--- src/hw/adc_ctrl_map.svh ---
// Register map and timing constants of the converter control block.
// Included by the design modules and the bench; definitions only.
`ifndef ADC_CTRL_MAP_SVH
`define ADC_CTRL_MAP_SVH

`define OFS_CTRL_ZERO 8'hD6
`define OFS_CTRL_ONE 8'hD7
`define OFS_RESULT_LO 8'hD8
`define OFS_RESULT_HI 8'hD9
`define OFS_STATUS 8'hDA

// converter_control_zero fields
`define C0_CH_LSB 0
`define C0_MODE 3
`define C0_GROUP 4
`define C0_TRIG 5
`define C0_START 6
`define C0_CKLOW 7
// converter_control_one fields
`define C1_RES 3
`define C1_CKHIGH 4
`define C1_REF 5

`define CTRL_ZERO_RESET 8'h00
`define CTRL_ONE_RESET 8'h00
`define CTRL_ONE_WMASK 8'h38

// Converter clock periods in system clocks
`define DIV_F1 8'h01
`define DIV_F2 8'h02
`define DIV_F4 8'h04
// Converter clock cycles per conversion
`define CONV_CYC_8 8'h31
`define CONV_CYC_10 8'h3B

// Reference settling, 1 us at 100 MHz
`define REF_SETTLE_NS 1000
`define CLK_PERIOD_NS 10
`define REF_SETTLE_CYC ((`REF_SETTLE_NS + `CLK_PERIOD_NS - 1) / `CLK_PERIOD_NS)

`endif

--- src/hw/adc_ctrl_pkg.sv ---
// Types shared by the converter control modules.
// Assumes the constants header alongside it.
package adc_ctrl_pkg;
    typedef struct packed {
        logic [7:0] addr;
        logic [7:0] wdata;
        logic wr;
        logic rd;
    } bus_req_s;

    typedef struct packed {
        logic [2:0] channel;
        logic group_en;
        logic trig_timer;
        logic res_ten;
        logic [7:0] div;
    } conv_cfg_s;

    typedef enum logic [1:0] {
        ST_IDLE,
        ST_WAIT_TRIG,
        ST_CONVERT
    } conv_state_e;
endpackage

--- src/hw/adc_clock_gen.sv ---
// Converter clock tick generator: one pulse per converter clock period.
// Assumes a divider value of 1, 2 or 4 system clocks.
`timescale 1ns/1ps
`default_nettype none
`include "adc_ctrl_map.svh"
module adc_clock_gen (
    // Clock and reset
    input wire logic clock,
    input wire logic rstn,
    // Control
    input wire logic run,
    input wire logic [7:0] div,
    // Tick out
    output logic tick
);
    import adc_ctrl_pkg::*;

    typedef struct packed {
        logic [7:0] cnt;
        logic tick;
    } gen_s;

    gen_s cur, next_cur;

    always_comb begin
        next_cur = cur;
        next_cur.tick = 1'b0;
        if (!run) begin
            next_cur.cnt = 8'h00;
        end else if (cur.cnt + 8'h01 >= div) begin
            next_cur.cnt = 8'h00;
            next_cur.tick = 1'b1;
        end else begin
            next_cur.cnt = cur.cnt + 8'h01;
        end
    end

    always_ff @(posedge clock or negedge rstn) begin
        if (!rstn) begin
            cur <= '0;
        end else begin
            cur <= next_cur;
        end
    end

    assign tick = cur.tick;
endmodule
`default_nettype wire

--- src/hw/adc_sar_core.sv ---
// Successive approximation sequencer: trials one bit per converter clock
// over the first ten against the comparator input, then counts out the rest.
// Assumes the analog comparator answers within one converter clock.
`timescale 1ns/1ps
`default_nettype none
`include "adc_ctrl_map.svh"
module adc_sar_core (
    // Clock and reset
    input wire logic clock,
    input wire logic rstn,
    // Control
    input wire logic start,
    input wire logic abort,
    input wire logic tick,
    input wire logic res_ten,
    // Comparator
    input wire logic comp_high,
    output logic [9:0] trial,
    // Result
    output logic done,
    output logic [9:0] value
);
    import adc_ctrl_pkg::*;

    typedef struct packed {
        logic busy;
        logic [7:0] cyc;
        logic [3:0] bitno;
        logic [9:0] acc;
        logic done;
    } sar_s;

    sar_s cur, next_cur;

    always_comb begin
        next_cur = cur;
        next_cur.done = 1'b0;
        if (abort) begin
            next_cur.busy = 1'b0;
        end else if (start && !cur.busy) begin
            next_cur.busy = 1'b1;
            next_cur.cyc = 8'h00;
            next_cur.bitno = 4'h9;
            next_cur.acc = 10'h000;
        end else if (cur.busy && tick) begin
            next_cur.cyc = cur.cyc + 8'h01;
            // One bit decided per converter clock until the last
            if (cur.acc[cur.bitno] == 1'b0 && cur.cyc < 8'h0A) begin
                if (comp_high) begin
                    next_cur.acc[cur.bitno] = 1'b1;
                end
                if (cur.bitno != 4'h0) begin
                    next_cur.bitno = cur.bitno - 4'h1;
                end
            end
            if (cur.cyc + 8'h01 >= (res_ten ? `CONV_CYC_10 : `CONV_CYC_8)) begin
                next_cur.busy = 1'b0;
                next_cur.done = 1'b1;
            end
        end
    end

    always_ff @(posedge clock or negedge rstn) begin
        if (!rstn) begin
            cur <= '0;
        end else begin
            cur <= next_cur;
        end
    end

    // R9 8-bit results keep the upper bits only
    assign trial = cur.acc | (10'h001 << cur.bitno);
    assign value = res_ten ? cur.acc : {cur.acc[9:2], 2'b00};
    assign done = cur.done;
endmodule
`default_nettype wire

--- src/hw/adc_control.sv ---
// Converter control top: two control registers, result readback,
// start/stop/repeat sequencing and the one-shot completion request.
// Assumes a synchronous register port and a one-cycle timer request.
// Behaviour
// Channel codes 100..111 select analog inputs 8 to 11.
// Channel selection acts only while the input group is enabled.
// Mode bit 0 gives one-shot, 1 gives repeat.
// Trigger bit 0 starts on the flag, 1 on timer request.
// Divider bits pick f4, f2 or f1 converter clock.
// Software keeps the converter clock at or below 10 MHz; at 100 MHz the dividers 1, 2 and 4 give 100, 50 and 25 MHz.
// Rewriting control during conversion may spoil the result.
// Software reselects the channel after changing mode.
// Resolution bit 0 gives 8 bits, 1 gives 10 bits.
// Reference connect bit drives the ladder; 1 us settle after.
// Writing start flag 1 begins, 0 halts conversion.
// One-shot converts the selected input once per start.
// One-shot clears the start flag itself on completion.
// One-shot raises a request at completion; repeat never does.
// Repeat converts continuously until the flag is cleared.
// Every completed value is readable from the result register.
// In repeat, each new value overwrites the previous one.
`timescale 1ns/1ps
`default_nettype none
`include "adc_ctrl_map.svh"
module adc_control (
    // Clock and reset
    input wire logic clock,
    input wire logic rstn,
    // Register port
    input wire adc_ctrl_pkg::bus_req_s bus,
    output logic [7:0] rdata,
    // Timer request, converter comparator
    input wire logic timer_req,
    input wire logic comp_high,
    // Analog front end
    output logic [3:0] input_select,
    output logic [9:0] dac_trial,
    output logic reference_connect,
    output logic ref_ready,
    // Completion request
    output logic conv_irq
);
    import adc_ctrl_pkg::*;

    typedef struct packed {
        logic [7:0] ctrl0;
        logic [7:0] ctrl1;
        logic [9:0] result;
        logic [7:0] rdata;
        logic [3:0] in_sel;
        logic [9:0] trial;
        logic irq;
        logic [7:0] settle;
        logic ready;
        logic fresh;
        conv_state_e state;
    } top_s;

    top_s cur, next_cur;
    logic tick;
    logic sar_done;
    logic [9:0] sar_value;
    logic [9:0] sar_trial;
    logic sar_start;
    logic sar_abort;
    conv_cfg_s cfg;
    logic wr0;
    logic wr1;

    // clock selection
    function automatic logic [7:0] div_of(input logic high, input logic low);
        if (high) begin
            return `DIV_F1;
        end
        return low ? `DIV_F2 : `DIV_F4;
    endfunction

    // channel decode
    function automatic logic [3:0] pin_of(input logic [2:0] ch, input logic grp);
        logic [3:0] sel;
        sel = 4'h0;
        // group gating
        if (grp && ch[2]) begin
            sel[ch[1:0]] = 1'b1;
        end
        return sel;
    endfunction

    assign wr0 = bus.wr && bus.addr == `OFS_CTRL_ZERO;
    assign wr1 = bus.wr && bus.addr == `OFS_CTRL_ONE;

    always_comb begin
        cfg.channel = cur.ctrl0[`C0_CH_LSB +: 3];
        cfg.group_en = cur.ctrl0[`C0_GROUP];
        cfg.trig_timer = cur.ctrl0[`C0_TRIG];
        cfg.res_ten = cur.ctrl1[`C1_RES];
        cfg.div = div_of(cur.ctrl1[`C1_CKHIGH], cur.ctrl0[`C0_CKLOW]);
    end

    // start trigger
    assign sar_start = (cur.state == ST_WAIT_TRIG)
        && (!cfg.trig_timer || timer_req) && cur.ctrl0[`C0_START];
    // halt on clear
    assign sar_abort = !cur.ctrl0[`C0_START];

    adc_clock_gen u_clock_gen (
        .clock(clock),
        .rstn(rstn),
        .run(cur.state == ST_CONVERT),
        .div(cfg.div),
        .tick(tick)
    );

    adc_sar_core u_sar (
        .clock(clock),
        .rstn(rstn),
        .start(sar_start),
        .abort(sar_abort),
        .tick(tick),
        .res_ten(cfg.res_ten),
        .comp_high(comp_high),
        .trial(sar_trial),
        .done(sar_done),
        .value(sar_value)
    );

    always_comb begin
        next_cur = cur;
        next_cur.irq = 1'b0;
        next_cur.rdata = 8'h00;
        next_cur.fresh = 1'b0;
        next_cur.trial = sar_trial;
        // writes land even mid-conversion
        if (wr0) begin
            next_cur.ctrl0 = bus.wdata;
        end
        if (wr1) begin
            next_cur.ctrl1 = bus.wdata & `CTRL_ONE_WMASK;
        end
        // settle count restarts on a connect edge
        if (!next_cur.ctrl1[`C1_REF]) begin
            next_cur.settle = 8'h00;
        end else if (!cur.ctrl1[`C1_REF]) begin
            next_cur.settle = 8'(`REF_SETTLE_CYC);
        end else if (cur.settle != 8'h00) begin
            next_cur.settle = cur.settle - 8'h01;
        end
        next_cur.ready = next_cur.ctrl1[`C1_REF] && next_cur.settle == 8'h00;
        next_cur.in_sel = pin_of(cfg.channel, cfg.group_en);
        case (cur.state)
            ST_IDLE: begin
                if (cur.ctrl0[`C0_START]) begin
                    next_cur.state = ST_WAIT_TRIG;
                end
            end
            ST_WAIT_TRIG: begin
                if (!cur.ctrl0[`C0_START]) begin
                    next_cur.state = ST_IDLE;
                end else if (sar_start) begin
                    next_cur.state = ST_CONVERT;
                end
            end
            ST_CONVERT: begin
                if (!cur.ctrl0[`C0_START]) begin
                    // software stop
                    next_cur.state = ST_IDLE;
                end else if (sar_done) begin
                    // latest value overwrites
                    next_cur.result = sar_value;
                    next_cur.fresh = 1'b1;
                    // mode bit selects
                    if (cur.ctrl0[`C0_MODE]) begin
                        // repeat rearms
                        next_cur.state = ST_WAIT_TRIG;
                    end else begin
                        // one-shot ends
                        next_cur.state = ST_IDLE;
                        next_cur.irq = 1'b1;
                        if (!wr0) begin
                            next_cur.ctrl0[`C0_START] = 1'b0;
                        end
                    end
                end
            end
            default: begin
                next_cur.state = ST_IDLE;
            end
        endcase
        if (bus.rd) begin
            case (bus.addr)
                `OFS_CTRL_ZERO: next_cur.rdata = cur.ctrl0;
                `OFS_CTRL_ONE: next_cur.rdata = cur.ctrl1;
                `OFS_RESULT_LO: next_cur.rdata = cur.result[7:0];
                `OFS_RESULT_HI: next_cur.rdata = {6'h00, cur.result[9:8]};
                `OFS_STATUS: next_cur.rdata = {6'h00, cur.settle == 8'h00,
                    cur.state == ST_CONVERT};
                default: next_cur.rdata = 8'h00;
            endcase
        end
    end

    always_ff @(posedge clock or negedge rstn) begin
        if (!rstn) begin
            cur <= '0;
            cur.ctrl0 <= `CTRL_ZERO_RESET;
            cur.ctrl1 <= `CTRL_ONE_RESET;
            cur.state <= ST_IDLE;
        end else begin
            cur <= next_cur;
        end
    end

    assign rdata = cur.rdata;
    assign input_select = cur.in_sel;
    assign dac_trial = cur.trial;
    assign reference_connect = cur.ctrl1[`C1_REF];
    assign ref_ready = cur.ready;
    assign conv_irq = cur.irq;

    // request only when one-shot completes
    a_irq_oneshot: assert property (@(posedge clock) disable iff (!rstn)
        conv_irq |-> !$past(cur.ctrl0[`C0_MODE]) && $past(sar_done))
        else $error("completion request without one-shot done");
    // flag self clears
    a_flag_clear: assert property (@(posedge clock) disable iff (!rstn)
        conv_irq && !$past(wr0) |-> !cur.ctrl0[`C0_START])
        else $error("start flag not cleared after one-shot");
    // result loads on completion
    a_result_load: assert property (@(posedge clock) disable iff (!rstn)
        cur.fresh |-> cur.result == $past(sar_value))
        else $error("result not loaded");
    // repeat keeps running
    a_repeat_rearm: assert property (@(posedge clock) disable iff (!rstn)
        cur.fresh && cur.ctrl0[`C0_MODE] && cur.ctrl0[`C0_START]
        |-> cur.state == ST_WAIT_TRIG)
        else $error("repeat did not rearm");
    // stop halts
    a_stop_halt: assert property (@(posedge clock) disable iff (!rstn)
        cur.state == ST_CONVERT && !cur.ctrl0[`C0_START] |=> cur.state == ST_IDLE)
        else $error("conversion not halted");
    // group gating
    a_group_gate: assert property (@(posedge clock) disable iff (!rstn)
        !$past(cfg.group_en) |-> input_select == 4'h0)
        else $error("input selected while group disabled");
    // timer trigger
    a_timer_trig: assert property (@(posedge clock) disable iff (!rstn)
        cur.state == ST_WAIT_TRIG && cfg.trig_timer && !timer_req
        |=> cur.state != ST_CONVERT)
        else $error("timer start without request");
    // settle time
    a_ref_settle: assert property (@(posedge clock) disable iff (!rstn)
        $rose(reference_connect) |-> !ref_ready [*8])
        else $error("reference ready too early");
    // single-cycle request
    a_irq_pulse: assert property (@(posedge clock) disable iff (!rstn)
        conv_irq |=> !conv_irq)
        else $error("completion request longer than one cycle");
    // repeat stays quiet
    a_repeat_quiet: assert property (@(posedge clock) disable iff (!rstn)
        $past(cur.ctrl0[`C0_MODE]) |-> !conv_irq)
        else $error("completion request in repeat");
    // one-shot ends idle
    a_oneshot_idle: assert property (@(posedge clock) disable iff (!rstn)
        conv_irq |-> cur.state == ST_IDLE)
        else $error("one-shot did not stop");
    // legal codes decode
    a_channel_decode: assert property (@(posedge clock) disable iff (!rstn)
        cfg.group_en && cfg.channel[2]
        |=> input_select == (4'h1 << $past(cfg.channel[1:0])))
        else $error("wrong analog input selected");
    // other codes select nothing
    a_channel_off: assert property (@(posedge clock) disable iff (!rstn)
        !cfg.channel[2] |=> input_select == 4'h0)
        else $error("input selected for an unused code");
    // at most one input
    a_select_onehot: assert property (@(posedge clock) disable iff (!rstn)
        $onehot0(input_select))
        else $error("more than one input selected");
    // no readiness while disconnected
    a_ref_off: assert property (@(posedge clock) disable iff (!rstn)
        !reference_connect |-> !ref_ready)
        else $error("reference ready while disconnected");
    // result only changes on completion
    a_result_hold: assert property (@(posedge clock) disable iff (!rstn)
        !cur.fresh |-> $stable(cur.result))
        else $error("result changed without completion");
    // R9 8-bit results end in zeros
    a_res_eight: assert property (@(posedge clock) disable iff (!rstn)
        cur.fresh && !$past(cfg.res_ten) |-> cur.result[1:0] == 2'b00)
        else $error("8-bit result with low bits set");
    // software trigger starts at once
    a_soft_start: assert property (@(posedge clock) disable iff (!rstn)
        cur.state == ST_WAIT_TRIG && !cfg.trig_timer && cur.ctrl0[`C0_START]
        |=> cur.state == ST_CONVERT)
        else $error("software start ignored");
    // timer request starts
    a_timer_start: assert property (@(posedge clock) disable iff (!rstn)
        cur.state == ST_WAIT_TRIG && cfg.trig_timer && timer_req && cur.ctrl0[`C0_START]
        |=> cur.state == ST_CONVERT)
        else $error("timer request ignored");
    // cleared flag never converts
    a_stop_no_conv: assert property (@(posedge clock) disable iff (!rstn)
        !cur.ctrl0[`C0_START] |=> cur.state != ST_CONVERT)
        else $error("conversion without start flag");
endmodule
`default_nettype wire

--- config.mk ---
export PLATFORM = sky130hd
export DESIGN_NAME = adc_control
export DESIGN_NICKNAME = d
export VERILOG_FILES = /design/src/hw/adc_ctrl_pkg.sv /design/src/hw/adc_clock_gen.sv /design/src/hw/adc_sar_core.sv /design/src/hw/adc_control.sv
export VERILOG_INCLUDE_DIRS = /design/src /design/src/hw
export SDC_FILE = /design/constraint.sdc
export NUM_CORES = 1
export LEC_CHECK = 0
export BUFFER_PORTS_ARGS = -buffer_cell sky130_fd_sc_hd__buf_2
export CAP_MARGIN = 10
export CORE_UTILIZATION = 55
export CTS_BUF_LIST = sky130_fd_sc_hd__clkbuf_2 sky130_fd_sc_hd__clkbuf_4 sky130_fd_sc_hd__clkbuf_8
export DETAILED_ROUTE_END_ITERATION = 8
export PLACE_DENSITY = 0.73
export SETUP_SLACK_MARGIN = 0.02
export SLEW_MARGIN = 0
export SYNTH_ARGS = -nofsm -noshare
export SYNTH_HDL_FRONTEND = slang
export SYNTH_SLANG_ARGS = --single-unit
--- constraint.sdc ---
create_clock -name clock -period 2.75 [get_ports clock]
set_clock_uncertainty 0.2 [all_clocks]
set_input_delay 0.55 -clock clock [delete_from_list [all_inputs] [get_ports clock]]
set_output_delay 0.55 -clock clock [all_outputs]
set_load 0.03 [all_outputs]
==> flow_metrics.env <==
export IMPL_crit_reg2reg_capture="u_sar.cur[12]$_DFFE_PN0P_"
export IMPL_clock_fmax_mhz=403
export IMPL_finalWorstPathRequiredPeriod_ns=2.48
export IMPL_timing_reg2reg_setup_slack_ns=0.27
export IMPL_powerDensity_nw_per_um2=506
export IMPL_mappedNetlistArea_um2=4360
export IMPL_die_w_um=91
export IMPL_clk_insertion_delay_late_ns=0.36
export IMPL_grt_setup_unrepaired="no"
export IMPL_maximum_number_of_pins_on_one_net_before_global_route_repair=37
export IMPL_cts_made_buffers=9
export IMPL_critical_path_max_fanout=8
export IMPL_layout_worst_path_cycle_share_pct=90.1
export IMPL_critical_path_sink_type="flip-flop"
export IMPL_most_common_layout_cells="dfrtp_1, buf_2, nand2_1"
export IMPL_drt_wirelength_per_cell_um=15.5
export IMPL_vdd_drop_max_uv=286
export IMPL_gr_usage_all_layers_pct=23.0
export IMPL_rows=32
export IMPL_net_count_reported_at_finish=484
export IMPL_cp_startpoint="u_sar.cur[11]$_DFFE_PN0P_"
export IMPL_floorplan_die_height_um=91
export IMPL_pin_count=47
export IMPL_grt_overflow_total=0
export IMPL_antenna_found_initial=0
export IMPL_hold_path_class="input pin to flip-flop"
export IMPL_synthDominantAreaCellType="dfrtp_1"
export IMPL_critical_path_endpoint="u_sar.cur[12]$_DFFE_PN0P_"
export IMPL_syn2layout_area_growth_pct=9.97
export IMPL_synth_top_cells_by_area="dfrtp_1, mux2_1, ha_1, buf_4, nand2_1"
export IMPL_yosysSeqAreaShare_pct=50.5
export IMPL_static_leakage_power_nw=2.47
export IMPL_synth_top_area_share_pct=50.5
export IMPL_r2r_start="u_sar.cur[11]$_DFFE_PN0P_"
export IMPL_worstRegToRegCells=4
export IMPL_timing_max_slew_rel_slack_pct=58.4
export IMPL_worst_path_largest_cell_delay_ns=0.57
export IMPL_ctsResizeCount=0
export IMPL_route_vias_total=3146
export IMPL_synth_avg_cell_area_um2=10.6
export IMPL_cp_arrival_ns=2.53
export IMPL_root_buffer="clkbuf_8"
export IMPL_cts_hold_buffers=1
export IMPL_drc_errors=0
export IMPL_cts_reportedPaths_clkPinSlew_ns=0.10
export IMPL_slew_viol_final=0
export IMPL_finalCoreUtilization_pct=62.3
export IMPL_core_area_um2=7690
export IMPL_dp_final_hpwl_um=6190
export IMPL_startpoint_type="flip-flop"
export IMPL_tritoncts_num_sinks=88
export IMPL_maxCapViolCount=0
export IMPL_global_route_wire_length_before_repair_um=14900
export IMPL_mostFrequentLayoutCell="dfrtp_1"
export IMPL_ys_async_sr_fraction_pct=100
export IMPL_detail_route_iter0_violations=243
export IMPL_final_setup_viol_count=0
export IMPL_totalWireLength_um=8610
export IMPL_fin_setup_tns_ns=0
export IMPL_drt_pass1_iter_count=4
export IMPL_cts_tree="built"
export IMPL_per_cell_via_count_in_the_routed_design=5.67
export IMPL_postCtsSetupRepairBufs=0
export IMPL_report_final_hold_viol_count=0
export IMPL_synth_edf_count=0
export IMPL_seq_cells_post_synth=88
export IMPL_die_area_um2=8280
export IMPL_synth_cell_types=57
export IMPL_netlist_instances=412
export IMPL_grt_pass1_vias=3030
export IMPL_worst_endpoint_required_ns=2.80
export IMPL_ant_nets=0
export IMPL_synth_warnings=0
export IMPL_postSynth_topFlopCell="dfrtp_1"
export IMPL_num_antenna_cells=0
export IMPL_cts_htree_levels=3
export IMPL_cts_buffer_depth=2
export IMPL_cp_slowest_cell="dfrtp_1"
export IMPL_port_buffer_count=46
export IMPL_post_route_cells_drive_above_1_share_pct=17.7
export IMPL_timing_worst_setup_path_type="flip-flop to flip-flop"
export IMPL_timing_worst_slew_pin_value_ns=0.622
export IMPL_place_congestion=0.871
export IMPL_floorplan_initialDensity_pct=56.7
export IMPL_outcome="finished clean"
export IMPL_cp_cell_sequence="mux4_2 -> and2_4 -> or3_1 -> o41ai_2"
[per-layer routing]
metal	up-vias	global-route usage [%]	share of wire, %
met3	12	4.52	4.5
met1	1546	32.4	48
met5	-	0	0
met4	0	7.94	1.4
met2	79	35.8	46
li1	1509	-	-
[power by group]
part,internal (mW),switching (mW)
Sequential,1.31,0.0309
Clock,0.435,0.471
Combinational,0.0703,0.102
Total,1.82,0.604
[worst max-delay path, delay by kind of cell, from the launching register on]
family          cells  cell delay [ns]
compound gates      1             0.35
mux                 1             0.55
simple gates        2             0.69
flops               1             0.57
[stage by stage]
stage	setup WS [ns]	cells	total power [mW]	cell area (µm²)	hold slack, ns
final	0.271	555	2.42	4790	0.198
after detailed placement	0.331	538	1.54	4580	0.284
after floorplan	0.549	416	1.47	4370	0.0544
after global placement	0.447	538	1.54	4580	0.266
after global routing	0.179	555	2.53	4790	0.211
after CTS	0.305	555	2.44	4790	0.193
[sequential cells by signal, indices dropped and copies added, names as in the netlist]
name / count
u_clock_gen.tick: 1
u_clock_gen.cur: 8
u_sar.done: 1
input_select: 4
cur: 24
rdata: 8
conv_irq: 1
cfg: 6
ref_ready: 1
reference_connect: 1
u_sar.cur: 23
dac_trial: 10
[layout make-up]
cell class | instances | area, µm²
clock buffers | 10 | 131
repair buffers | 54 | 308
flip-flops and latches | 88 | 2200
well taps | 102 | 128
fillers | 650 | 2900
multi-input cells | 282 | 1900
clock inverters | 6 | 68.8
inverters | 13 | 48.8
[how the worst min path moves through the flow]
| stage | start | end | depth (start not counted) |
|---|---|---|---|
| after global placement | cur[36]$_DFFE_PN0P_ | cur[36]$_DFFE_PN0P_ | 2 |
| after detailed placement | cur[40]$_DFFE_PN0P_ | cur[40]$_DFFE_PN0P_ | 1 |
| after floorplan | rstn | cfg[10]$_DFFE_PN0P_ | 0 |
| after global routing | bus[4] | cfg[13]$_DFFE_PN0P_ | 2 |
| final | bus[2] | cfg[11]$_DFFE_PN0P_ | 2 |
| after CTS | bus[3] | cfg[12]$_DFFE_PN0P_ | 2 |
[cell families (layout without fill, tap and decap cells)]
group | Yosys count | in the layout | share of synthesized area, %
and+or+nand+nor | 151 | 151 | 17.9
DFF | 88 | 88 | 50.5
AOI/OAI and AO/OA | 75 | 75 | 12.1
buffers and inverters | 46 | 83 | 6.09
muxes | 25 | 25 | 6.84
adders and majority gates | 14 | 14 | 4.02
xor gates and xnor gates | 12 | 12 | 2.41
other | 1 | 5 | 0.0861
[cell usage after synthesis, types with 2 or more instances]
cell / count
dfrtp_1: 88
nand2_1: 38
nor2_1: 29
buf_4: 22
nand3_1: 19
o21ai_1: 18
mux2_1: 17
ha_1: 14
nor3_1: 14
inv_1: 13
a21o_1: 12
nand2b_1: 9
a21oi_1: 8
clkbuf_1: 8
nor2b_1: 7
xnor2_1: 7
o21a_1: 6
mux2i_1: 5
xor2_1: 5
a222oi_1: 4
a31oi_1: 4
and3_1: 4
nor4_1: 4
o21ai_0: 4
a22o_1: 3
a22oi_1: 3
nand3b_1: 3
nand4b_1: 3
nor3_2: 3
a31o_1: 2
and2_1: 2
and4b_1: 2
buf_2: 2
mux4_2: 2
nand4_1: 2
nor3b_1: 2
o41ai_2: 2
or2_1: 2
or3_1: 2
Power figures use the tool's default switching activity.
